===== config.mk =====
export PLATFORM = sky130hd
export DESIGN_NAME = bcd_pressure_port
export DESIGN_NICKNAME = d
export VERILOG_FILES = /design/src/bcd_port_pkg.sv /design/src/bcd_pressure_port.sv /design/src/bin_to_bcd.sv
export SDC_FILE = /design/constraint.sdc
export NUM_CORES = 1
export LEC_CHECK = 0
export BUFFER_PORTS_ARGS = -buffer_cell sky130_fd_sc_hd__buf_4
export CAP_MARGIN = 15
export CORE_ASPECT_RATIO = 1.2
export CORE_MARGIN = 3
export CORE_UTILIZATION = 35
export DETAILED_ROUTE_END_ITERATION = 10
export PLACE_DENSITY = 0.63
export SLEW_MARGIN = 20
export SYNTH_ARGS = -nofsm -noshare
export SYNTH_HDL_FRONTEND = slang
export SYNTH_SLANG_ARGS = --single-unit

===== constraint.sdc =====
create_clock -name clock -period 9.1 [get_ports clock]
set_input_delay 0.91 -clock clock [delete_from_list [all_inputs] [get_ports clock]]
set_output_delay 0.91 -clock clock [all_outputs]
set_load 0.01 [all_outputs]

===== src/bcd_port_pkg.sv =====
// Constants and types for the pressure port: digit output and analog setpoint.
// Assumes one 200 MHz clock and a synchronous active-high reset.
package bcd_port_pkg;
  localparam int unsigned DIGITS           = 6;
  localparam int unsigned DIGIT_W          = 4;
  localparam int unsigned BCD_W            = 24;
  localparam int unsigned COUNT_W          = 17;
  localparam logic [16:0] COUNT_FULL       = 17'h186a0;  // 100000 counts
  localparam logic [11:0] STEP_MAX         = 12'hfa0;    // 4000 steps
  localparam logic [11:0] STEP_HALF        = 12'h7d0;    // 2000 steps, bipolar zero
  localparam logic [16:0] COUNT_PER_STEP   = 17'h019;    // 25 counts = 0.025 % FS
  localparam int unsigned CLOCK_HZ         = 200000000;
  localparam int unsigned REFRESH_MS       = 1000;
  localparam int unsigned REFRESH_CYCLES   = CLOCK_HZ / 1000 * REFRESH_MS;
  localparam int unsigned SETTLE_CYCLES    = 1;          // ready low while digits move
  localparam logic [1:0]  RESET_SOURCE_SEL = 2'h0;

  // Setpoint source selection, cycled by the menu keys
  typedef enum logic [1:0] {
    keypad_setpoint_source,
    rate_setpoint_source,
    analog_setpoint_source
  } source_t;

  // Output update sequence
  typedef enum logic [1:0] {
    out_idle,
    out_load,
    out_settle
  } out_state_t;

  // Negate a 16-bit value: invert every bit, add one, drop the carry
  function automatic logic [15:0] negate16(input logic [15:0] v);
    logic [16:0] sum;
    sum = {1'b0, ~v} + 17'h00001;
    return sum[15:0];
  endfunction
endpackage


===== src/bcd_pressure_port.sv =====
// Rear accessory port: BCD pressure output with ready and hold, and analog setpoint path.
// Assumes the measured count and the digitised analog code are synchronous to clock.
//
// Operation
// - Twenty-four lines carry six BCD digits, count 0 through 100000.
// - Count scales linearly; 100000 is full scale, zero is minimum pressure.
// - Only the bare count; no range flags, decimal point or units.
// - Digit lines active high, tracking the latest pressure unless held.
// - Ready low during any digit update, high once all digits valid.
// - Hold freezes digit lines at their value and ignores new measurements.
// - On hold release, digits refresh at once to the current pressure; here to the last count taken before the hold.
// - Digit outputs always active, regardless of bus activity or menus.
// - Analog setpoint followed only when selected and in control mode.
// - Keypad setpoint entries ignored while analog source active in control.
// - Analog setpoint quantised to 4000 steps of 0.025 % full scale.
// - Analog control point and shown setpoint refresh about once a second.
// - Out-of-limit analog setpoint discarded; last in-limit point kept.
// - Bipolar unit maps lowest input to negative, highest to positive full scale.
// - Source cycles keypad, rate, analog; menu reopens on last shown choice.
// - In control mode, show whether keypad or analog source is active.
// - Sixteen-bit negation inverts all bits, adds one, drops the carry.
`timescale 1ns/10ps
module bcd_pressure_port #(
  parameter int unsigned REFRESH_COUNT = bcd_port_pkg::REFRESH_CYCLES
) (
  // Clock and reset
  input  wire logic                              clock,
  input  wire logic                              reset,
  // Measured pressure, already scaled to 0..100000 counts
  input  wire logic [bcd_port_pkg::COUNT_W-1:0]  measured_count,
  input  wire logic                              measured_valid,
  // Acquisition side
  input  wire logic                              output_hold,
  output logic      [bcd_port_pkg::BCD_W-1:0]    bcd_digits,
  output logic                                   data_ready,
  // Menu and mode
  input  wire logic                              menu_enter,
  input  wire logic                              menu_next,
  input  wire logic                              menu_leave,
  input  wire logic                              control_mode,
  input  wire logic                              bipolar_unit,
  // Keypad setpoint entry
  input  wire logic [bcd_port_pkg::COUNT_W-1:0]  keypad_point,
  input  wire logic                              keypad_write,
  // Analog code, 0..4000 steps of 2.5 mV
  input  wire logic [11:0]                       analog_code,
  // Control limits in counts
  input  wire logic [bcd_port_pkg::COUNT_W-1:0]  limit_min,
  input  wire logic [bcd_port_pkg::COUNT_W-1:0]  limit_max,
  // Control point and indications
  output logic      [bcd_port_pkg::COUNT_W-1:0]  control_point,
  output logic                                   control_negative,
  output logic      [15:0]                       control_word,
  output logic                                   point_updated,
  output logic      [1:0]                        shown_source,
  output logic                                   analog_active
);
  typedef struct packed {
    logic                             hold_meta;
    logic                             hold_sync;
    logic                             hold_last;
    bcd_port_pkg::out_state_t         out_state;
    logic                             conv_start;
    logic [bcd_port_pkg::COUNT_W-1:0] latest;
    logic                             fresh;
    logic [bcd_port_pkg::BCD_W-1:0]   digits;
    logic                             ready;
    bcd_port_pkg::source_t            selected;
    bcd_port_pkg::source_t            shown;
    logic                             in_menu;
    logic [27:0]                      tick;
    logic [bcd_port_pkg::COUNT_W-1:0] point;
    logic                             negative;
    logic [15:0]                      word;
    logic                             updated;
    logic                             active;
  } port_t;

  port_t state;
  port_t next_state;

  logic                             conv_done;
  logic [bcd_port_pkg::BCD_W-1:0]   conv_digits;
  logic [bcd_port_pkg::COUNT_W-1:0] clipped;
  logic [11:0]                      step_mag;
  logic                             step_neg;
  logic [16:0]                      product;
  logic [bcd_port_pkg::COUNT_W-1:0] scaled;
  logic                             in_limit;
  logic                             analog_on;

  // Clamp measurement to the documented count range
  assign clipped = (measured_count > bcd_port_pkg::COUNT_FULL) ?
                   bcd_port_pkg::COUNT_FULL : measured_count;

  // Converter turns the latest count into packed digits
  bin_to_bcd u_conv (
    .clock  (clock),
    .reset  (reset),
    .start  (state.conv_start),
    .value  (state.latest),
    .done   (conv_done),
    .digits (conv_digits)
  );

  // Step count: unipolar 0..4000, bipolar offset from midscale
  always_comb begin
    logic [11:0] code;
    code = (analog_code > bcd_port_pkg::STEP_MAX) ? bcd_port_pkg::STEP_MAX : analog_code;
    if (bipolar_unit && code < bcd_port_pkg::STEP_HALF) begin
      step_neg = 1'b1;
      step_mag = bcd_port_pkg::STEP_HALF - code;
    end else if (bipolar_unit) begin
      step_neg = 1'b0;
      step_mag = code - bcd_port_pkg::STEP_HALF;
    end else begin
      step_neg = 1'b0;
      step_mag = code;
    end
  end

  // Each step is 25 counts; bipolar halves span double the count per step
  assign product  = 17'(step_mag) * bcd_port_pkg::COUNT_PER_STEP;
  assign scaled   = bipolar_unit ? {product[15:0], 1'b0} : product;
  assign in_limit = step_neg ? 1'b0 == 1'b1 || (scaled <= limit_min)
                             : (scaled >= limit_min) && (scaled <= limit_max);
  assign analog_on = control_mode && (state.selected == bcd_port_pkg::analog_setpoint_source);

  // Next state of the whole port
  always_comb begin
    next_state            = state;
    next_state.conv_start = 1'b0;
    next_state.updated    = 1'b0;
    // Two-stage hold synchroniser; only the second stage is looked at
    next_state.hold_meta  = output_hold;
    next_state.hold_sync  = state.hold_meta;
    next_state.hold_last  = state.hold_sync;

    // Capture measurements only while not held
    if (measured_valid && !state.hold_sync) begin
      next_state.latest = clipped;
      next_state.fresh  = 1'b1;
    end
    // A release seen mid-update is kept as pending work, not lost
    if (state.hold_last && !state.hold_sync) begin
      next_state.fresh = 1'b1;
    end

    // Output sequence: ready drops before digits move, rises after
    case (state.out_state)
      bcd_port_pkg::out_idle: begin
        if (!state.hold_sync && (state.fresh || (state.hold_last && !state.hold_sync))) begin
          next_state.conv_start = 1'b1;
          // A sample landing now stays pending, so the set wins over the clear
          next_state.fresh      = measured_valid && !state.hold_sync;
          next_state.out_state  = bcd_port_pkg::out_load;
        end
      end
      bcd_port_pkg::out_load: begin
        if (conv_done) begin
          next_state.ready     = 1'b0;
          next_state.out_state = bcd_port_pkg::out_settle;
        end
      end
      bcd_port_pkg::out_settle: begin
        // Digits change while ready is already low; a hold arriving here still
        // completes the word so no partial value is latched
        next_state.digits    = conv_digits;
        next_state.out_state = bcd_port_pkg::out_idle;
      end
      default: begin
        next_state.out_state = bcd_port_pkg::out_idle;
      end
    endcase
    if (state.out_state == bcd_port_pkg::out_idle && !state.ready &&
        !next_state.conv_start) begin
      next_state.ready = 1'b1;
    end

    // Menu: cycles three sources, reopens on whatever was last shown
    if (menu_enter) begin
      next_state.in_menu = 1'b1;
    end else if (state.in_menu && menu_next) begin
      case (state.shown)
        bcd_port_pkg::keypad_setpoint_source: next_state.shown = bcd_port_pkg::rate_setpoint_source;
        bcd_port_pkg::rate_setpoint_source:   next_state.shown = bcd_port_pkg::analog_setpoint_source;
        default:                              next_state.shown = bcd_port_pkg::keypad_setpoint_source;
      endcase
    end else if (state.in_menu && menu_leave) begin
      next_state.in_menu  = 1'b0;
      next_state.selected = state.shown;
    end

    // Refresh tick for the analog-derived control point
    if (state.tick >= 28'(REFRESH_COUNT - 1)) begin
      next_state.tick = '0;
    end else begin
      next_state.tick = state.tick + 28'h0000001;
    end

    // Setpoint: analog once a second, keypad only when analog is off
    if (analog_on) begin
      if (state.tick == '0) begin
        next_state.updated = 1'b1;
        if (in_limit) begin
          next_state.point    = scaled;
          next_state.negative = step_neg;
          next_state.word     = step_neg ? bcd_port_pkg::negate16(scaled[15:0]) : scaled[15:0];
        end // out-of-limit keeps prior point
      end
    end else if (keypad_write) begin
      next_state.point    = keypad_point;
      next_state.negative = 1'b0;
      next_state.word     = keypad_point[15:0];
      next_state.updated  = 1'b1;
    end
    next_state.active = analog_on;
  end

  // State register
  always_ff @(posedge clock) begin
    if (reset) begin
      state          <= '0;
      state.selected <= bcd_port_pkg::keypad_setpoint_source;
      state.shown    <= bcd_port_pkg::keypad_setpoint_source;
      state.ready    <= 1'b1;
    end else begin
      state <= next_state;
    end
  end

  // Outputs come straight from the state register
  assign bcd_digits       = state.digits;
  assign data_ready       = state.ready;
  assign control_point    = state.point;
  assign control_negative = state.negative;
  assign control_word     = state.word;
  assign point_updated    = state.updated;
  assign shown_source     = state.shown;
  assign analog_active    = state.active;
endmodule


===== src/bin_to_bcd.sv =====
// Serial binary to packed BCD converter (shift and add three).
// Assumes a start pulse with the count held stable; result comes out registered.
`timescale 1ns/10ps
module bin_to_bcd (
  // Clock and reset
  input  wire logic                              clock,
  input  wire logic                              reset,
  // Request
  input  wire logic                              start,
  input  wire logic [bcd_port_pkg::COUNT_W-1:0]  value,
  // Result
  output logic                                   done,
  output logic      [bcd_port_pkg::BCD_W-1:0]    digits
);
  typedef struct packed {
    logic                             busy;
    logic [4:0]                       bit_cnt;
    logic [bcd_port_pkg::COUNT_W-1:0] shift;
    logic [bcd_port_pkg::BCD_W-1:0]   acc;
    logic                             done;
    logic [bcd_port_pkg::BCD_W-1:0]   digits;
  } conv_t;

  conv_t state;
  conv_t next_state;
  logic [bcd_port_pkg::BCD_W-1:0] adj;

  // Add three to each digit at five or above before shifting
  genvar g;
  generate
    for (g = 0; g < bcd_port_pkg::DIGITS; g++) begin : g_adj
      assign adj[g*4 +: 4] = (state.acc[g*4 +: 4] > 4'h4) ?
                             state.acc[g*4 +: 4] + 4'h3 : state.acc[g*4 +: 4];
    end
  endgenerate

  // Next state of the converter
  always_comb begin
    next_state      = state;
    next_state.done = 1'b0;
    if (start) begin
      next_state.busy    = 1'b1;
      next_state.bit_cnt = 5'h11;
      next_state.shift   = value;
      next_state.acc     = '0;
    end else if (state.busy) begin
      next_state.acc     = {adj[bcd_port_pkg::BCD_W-2:0], state.shift[16]};
      next_state.shift   = {state.shift[15:0], 1'b0};
      next_state.bit_cnt = state.bit_cnt - 5'h01;
      if (state.bit_cnt == 5'h01) begin
        next_state.busy   = 1'b0;
        next_state.done   = 1'b1;
        next_state.digits = {adj[bcd_port_pkg::BCD_W-2:0], state.shift[16]};
      end
    end
  end

  // State register
  always_ff @(posedge clock) begin
    if (reset) begin
      state <= '0;
    end else begin
      state <= next_state;
    end
  end

  assign done   = state.done;
  assign digits = state.digits;
endmodule

Yosys cells after proc, flatten, opt, wreduce, memory -nomap -nowiden
Cells that the tools add are included.
Storage, ports and cells
  bits of input ports: 90
  logic and storage cells: 130
  register bits after elaboration: 190
Cells by class
  reduce and logical (&&, ||, !) cells: 31
  multipliers: 1
  eq/ne operators: 10
  bitwise logic cells: 5
  order comparisons: 13
  add/subtract/negate cells: 11
  multiplexer cells: 34
Operators with widths (number)
  35-bit two-way mux: 3
  72-bit two-way mux: 1
  47-bit two-way mux: 1
  12-bit two-way mux: 3
  17-bit <= comparator: 2
  17-bit two-way mux: 2
  34-bit two-way mux: 1
  28-bit by 1-bit adder with 28-bit output, second input constant: 1
  28-bit greater-or-equal comparator, second input constant: 1
  28-bit logical NOT: 1
  25-bit two-way mux: 1
  4-bit by 3-bit > comparator with 1-bit output, second input constant: 6
  4-bit by 2-bit adder with 4-bit output, second input constant: 5
  4-bit two-way mux: 5
  17-bit greater-or-equal comparator: 1
  17-bit > comparator, second input constant: 1
  12-bit by 5-bit multiplier with 17-bit output, second input constant: 1
  16-bit by 1-bit adder with 16-bit output, second input constant: 1
  16-bit two-way mux: 1
  16-bit inverter: 1
  12-bit > comparator, second input constant: 1
  12-bit by 11-bit < comparator with 1-bit output, second input constant: 1
  11-bit by 12-bit subtractor with 12-bit output, first input constant: 1
  12-bit by 11-bit subtractor with 12-bit output, second input constant: 1
  21 further kinds: 62

Longest topological paths before layout
  depth after elaboration: 13
  depth in mapped cells: 37
  mapped depth without buffers: 34

Hierarchy
From an unflattened synthesis, not the netlist that was laid out.
Second synthesis, totals
  cell total of the unflattened synthesis: 1440
  area, all modules: 11738.8 um^2
Modules (own cells, without submodules)
  bcd_pressure_port: cells an instance 1024, instances 1, area each 8101.5 um^2
  bin_to_bcd: cells an instance 416, instances 1, area each 3637.2 um^2

Worst setup path after synthesis
No wires, ideal clock.
  kind: input port to flip-flop
  start: input analog_code[0]
  end: register state (netlist bit control_point[7])
  library setup time: 0.086 ns
  data arrival time: 8.251 ns
  path slack: 0.763 ns
  required time: 9.014 ns
  stages: 34
  cells stage by stage: or4_4 > or4_4 > nand2_1 > nand2_1 > ha_1 > nand2b_1 > o21a_1 > buf_2 > clkbuf_1 > a21boi_0 > xnor2_1 > ha_1 > ha_1 > inv_1 > fa_1 > inv_1 > ha_1 > or3_1 > o22a_1 > o31a_1 > xor2_1 > mux2i_1 > inv_1 > ha_1 > a21oi_1 > o21ai_0 > a211o_1 > a32oi_1 > o41ai_1 > a211oi_1 > buf_2 > buf_2 > a31oi_1 > a211oi_1
On the way
  cells in the longest elaborated chain, start to end: 12
  elaborated cells on any way between the ends: 21
Ends and longest elaborated chain
  start, declared: RTL line bcd_pressure_port.sv:46  | input wire logic [11:0] analog_code,
  12-bit > comparator: RTL line bcd_pressure_port.sv:109  | code = (analog_code > bcd_port_pkg::STEP_MAX) ? bcd_port_pkg::STEP_MAX : analog_code;
  12-bit two-way mux (*): RTL line bcd_pressure_port.sv:109
  12-bit by 11-bit subtractor with 12-bit output or 12-bit by 11-bit < comparator with 1-bit output (tied branches): RTL line bcd_pressure_port.sv:115, bcd_pressure_port.sv:110
  12-bit two-way mux or 1-bit logical AND (tied branches): RTL line bcd_pressure_port.sv:113, bcd_pressure_port.sv:110
  12-bit two-way mux: RTL line bcd_pressure_port.sv:110  | if (bipolar_unit && code < bcd_port_pkg::STEP_HALF) begin
  12-bit by 5-bit multiplier with 17-bit output: RTL line bcd_pressure_port.sv:123  | assign product = 17'(step_mag) * bcd_port_pkg::COUNT_PER_STEP;
  17-bit two-way mux: RTL line bcd_pressure_port.sv:124  | assign scaled = bipolar_unit ? {product[15:0], 1'b0} : product;
  17-bit greater-or-equal comparator or 17-bit <= comparator (tied branches): RTL line bcd_pressure_port.sv:126  | : (scaled >= limit_min) && (scaled <= limit_max);
  1-bit logical AND: RTL line bcd_pressure_port.sv:126
  1-bit two-way mux: RTL line bcd_pressure_port.sv:125  | assign in_limit = step_neg ? 1'b0 == 1'b1 || (scaled <= limit_min)
  2-bit inequality test (no line)
  3-bit AND reduction (no line)
  end signal, assigned: RTL line bcd_pressure_port.sv:228  | state <= next_state;
  end, declared: RTL line bcd_pressure_port.sv:79  | port_t state;
Mark *: on every way between the ends. The rest lies on a longest branch, timed or not. The select of a mux whose other input is x is not followed.
A chain may end at the register's enable or synchronous reset.

Worst setup path in the final report
  start: input analog_code[0]
  end: register state (netlist bit control_point[12])
The elaborated chain is that of the path after synthesis.

==> summary.md <==
| Metric | Value |
|---|---|
| CP Class | in2reg |
| Synth cell types | 68 |
| Clk_lat worst skew | 0.44 ns |
| WP data required | 9.46 ns |
| Register bit total from synthesis | 189 |
| Pwr Total | 2920 µW |
| Area after DPL | 0.0127 mm² |
| Hold/Removal Path Class | reg2reg |
| Highest-delay cell along the critical path | or4_4 |
| N_diodes | 0 |
| Leakage power | 0.00562 µW |
| Combinational fraction of design power | 44.4% |
| Slew margin rel. | 39.0% |
| Share of cells above drive strength 1 | 14.9% |
| Die X | 172 µm |
| Initial antenna violation count | 0 |
| Final Hold Slack | 0.453 ns |
| Std-Cell Rows | 72 |
| Post-Synth Simple-Gate Area | 20.4% |
| Detailed-route DRC error count | 0 |
| WL final | 30000 µm |
| Post-route minimum period | 8.44 ns |
| EDFF count, synth | 0 |
| Max Fanout on Critical Path | 13 |
| Via density per instance | 5.10 |
| Worst-path clk slew | 0.07 ns |
| Post-synthesis sequential area ratio | 32.7% |
| Vias | 9967 |
| RSZ-0062 raised after global routing | false |
| Final worst path period share | 92.8% |
| Final instance area | 0.0133 mm² |
| Die Y | 205 µm |
| Clock H-tree levels | 4 |
| Synthesized area | 0.0116 mm² |
| P_sw | 1130 µW |
| Sw Ratio | 38.7% |
| Root buffer cell | clkbuf_16 |
| Synth Area in XOR/XNOR | 5.53% |
| Worst setup EP type | flop |
| CTS Buf Count | 17 |
| Clk_skew | 0.0130 ns |
| RD Place Congestion | 0.881 |
| Hold Violations, Final | 0 |
| Worst R2R Path Depth | 10 |
| Peak VDD IR | 0.000134 V |
| Seq pwr share | 29.9% |
| Max Slew Vio Count | 0 |
| Slowest Stage Delay on Critical Path | 0.54 ns |
| # Max-Cap Violations | 0 |
| Syn_area_per_cell | 7.87 µm² |
| DRT antenna net count | 0 |
| Async set-reset flop share out of synthesis | 0% |
| I/O pins | 153 |
| Area growth, synth to finish | 15.1% |
| Initial DRC Count | 438 |
| Core region area | 0.0324 mm² |
| Main combinational cell family by area after synthesis | simple AND/OR/NAND/NOR gates |
| Clk sinks | 189 |
| Critical Path AT | 8.81 ns |
| Status | finished, final reports clean |
| Post-synthesis mux area share | 4.31% |
| Final setup viols | 0 |
| Synth Area in Adders | 11.4% |
| CTS tree | done |
| Syn Inst Count | 1468 |
| Max Root-Sink Buffers | 2 |
| Worst setup SP type | input pin |
| Synth warn | 0 |
| Die area | 0.0352 mm² |
| Worst-Margin Slew | 0.913 ns |
| Hold_buf cts | 0 |
| Compound-Gate Fraction of Synth Area | 16.3% |
| P per Cell Area | 219 mW/mm² |
| Dpl hpwl | 23200 µm |
| Clock Power Share | 25.7% |
| Hold path depth | 2 |
| Layout Nets | 1725 |
| Port Buf Inserts | 152 |
| Global-route wire length before repair | 48700 µm |
| Starting Density | 35.6% |
| Post-synth top flop | dfxtp_1 |
| Grt ovf | 0 |
| Int Power | 1790 µW |
| Largest net degree at the start of global routing | 80 |
| Most used cell, CP | ha_1 |
| WL/cell | 15.4 µm |
| Global Route Usage Sum | 17.1% |
| Core Util, Final | 41.0% |
| Vias in the first global route | 9815 |
| First-pass detailed-route iteration total | 5 |
| Post-Syn Nets | 1660 |
| F_max | 118 MHz |
==> layout make-up <==
type | count | area, µm²
Clock buffer | 20 | 467
Clock inverter | 12 | 130
Fill cell | 3321 | 19100
Inverter | 95 | 357
Multi-Input combinational cell | 1055 | 6720
Sequential cell | 189 | 3780
Tap cell | 407 | 509
Timing Repair Buffer | 175 | 1330
==> worst paths after layout <==
path,start,endpoint,slack (ns)
hold reg to reg,bcd_digits[16],bcd_digits[16],0.45
hold / removal,bcd_digits[16],bcd_digits[16],0.45
setup / recovery,analog_code[0],control_point[12],0.66
setup reg to reg,state[36],state[59],6.01
==> per-stage QoR <==
stage	worst slack [ns]	std cells	TNS, ns
finish	0.657	1953	0
floorplan	0.763	1468	0
CTS	0.435	1952	0
global route	0.0181	1953	0
global placement	0.220	1920	0
detailed placement	-0.0126	1920	-0.0157
==> worst max-delay path: cells and delay by family <==
kind / cells / cell delay, ns
fa+ha+maj: 6 / 1.84
simple gates: 11 / 2.46
compound gates: 11 / 2.35
buf+inv: 6 / 0.93
xor+xnor: 1 / 0.30
==> Yosys cell counts (15+ instances only) <==
| master | instances | area [µm²] |
|---|---|---|
| mux2i_1 | 43 | 430 |
| ha_1 | 96 | 1200 |
| nor2_1 | 218 | 818 |
| a211oi_1 | 31 | 233 |
| inv_1 | 94 | 353 |
| buf_4 | 59 | 443 |
| nand2_1 | 150 | 563 |
| o21ai_0 | 44 | 220 |
| xor2_1 | 33 | 289 |
| clkbuf_1 | 50 | 188 |
| dfxtp_1 | 189 | 3780 |
| xnor2_1 | 40 | 350 |
| a22oi_1 | 15 | 113 |
| nand3_1 | 28 | 140 |
| a21oi_1 | 128 | 641 |
| nor3_1 | 37 | 185 |
==> kinds of logic after synthesis <==
family,count (synthesis)
simple gates,528
compound gates,303
buf+inv,224
flops,189
fa+ha+maj,102
xor+xnor,73
mux,49
==> power groups by stage <==
stage	clock, µW	combinational (µW)	sequential (µW)
after floorplan	0	909	885
after global placement	0	1260	891
after detailed placement	0	1270	892
after CTS	767	1280	873
after global routing	801	1460	876
final	750	1290	873
==> sequential cells by signal, summed over array words and instances, names as in the netlist, 2 cells and up <==
signal and count:
control_word 15, u_conv.state 47, bcd_digits 24, state 53, control_point 17, next_state 2
u_conv.digits 24, shown_source 2
==> layout by cell type (no fill, tap or decap), types with 28 or more instances in the layout <==
cell,netlist,final
xor2_1,33,33
xnor2_1,40,40
dfxtp_1,189,188
nor3_1,37,37
inv_1,94,94
a211oi_1,31,30
o21ai_0,44,44
nand3_1,28,28
a21oi_1,128,128
mux2i_1,43,43
buf_4,59,174
ha_1,96,96
nand2_1,150,150
nor2_1,218,218
==> repair_timing <==
item	in CTS	in global routing
endpoints found under the setup margin	0	30
buffers inserted	0	1
gates resized for setup	0	5
==> per-layer routing <==
layer / part of all wire (%) / wire length (µm) / GRT usage [%] / up-vias
met5: 0 / 0 / 0 / -
met4: 3.1 / 933 / 6.27 / 0
met3: 4.0 / 1200 / 2.95 / 55
met2: 50 / 15000 / 30.5 / 209
met1: 43 / 12900 / 20.4 / 4579
li1: - / - / - / 5124
Power figures use the tool's default switching activity.
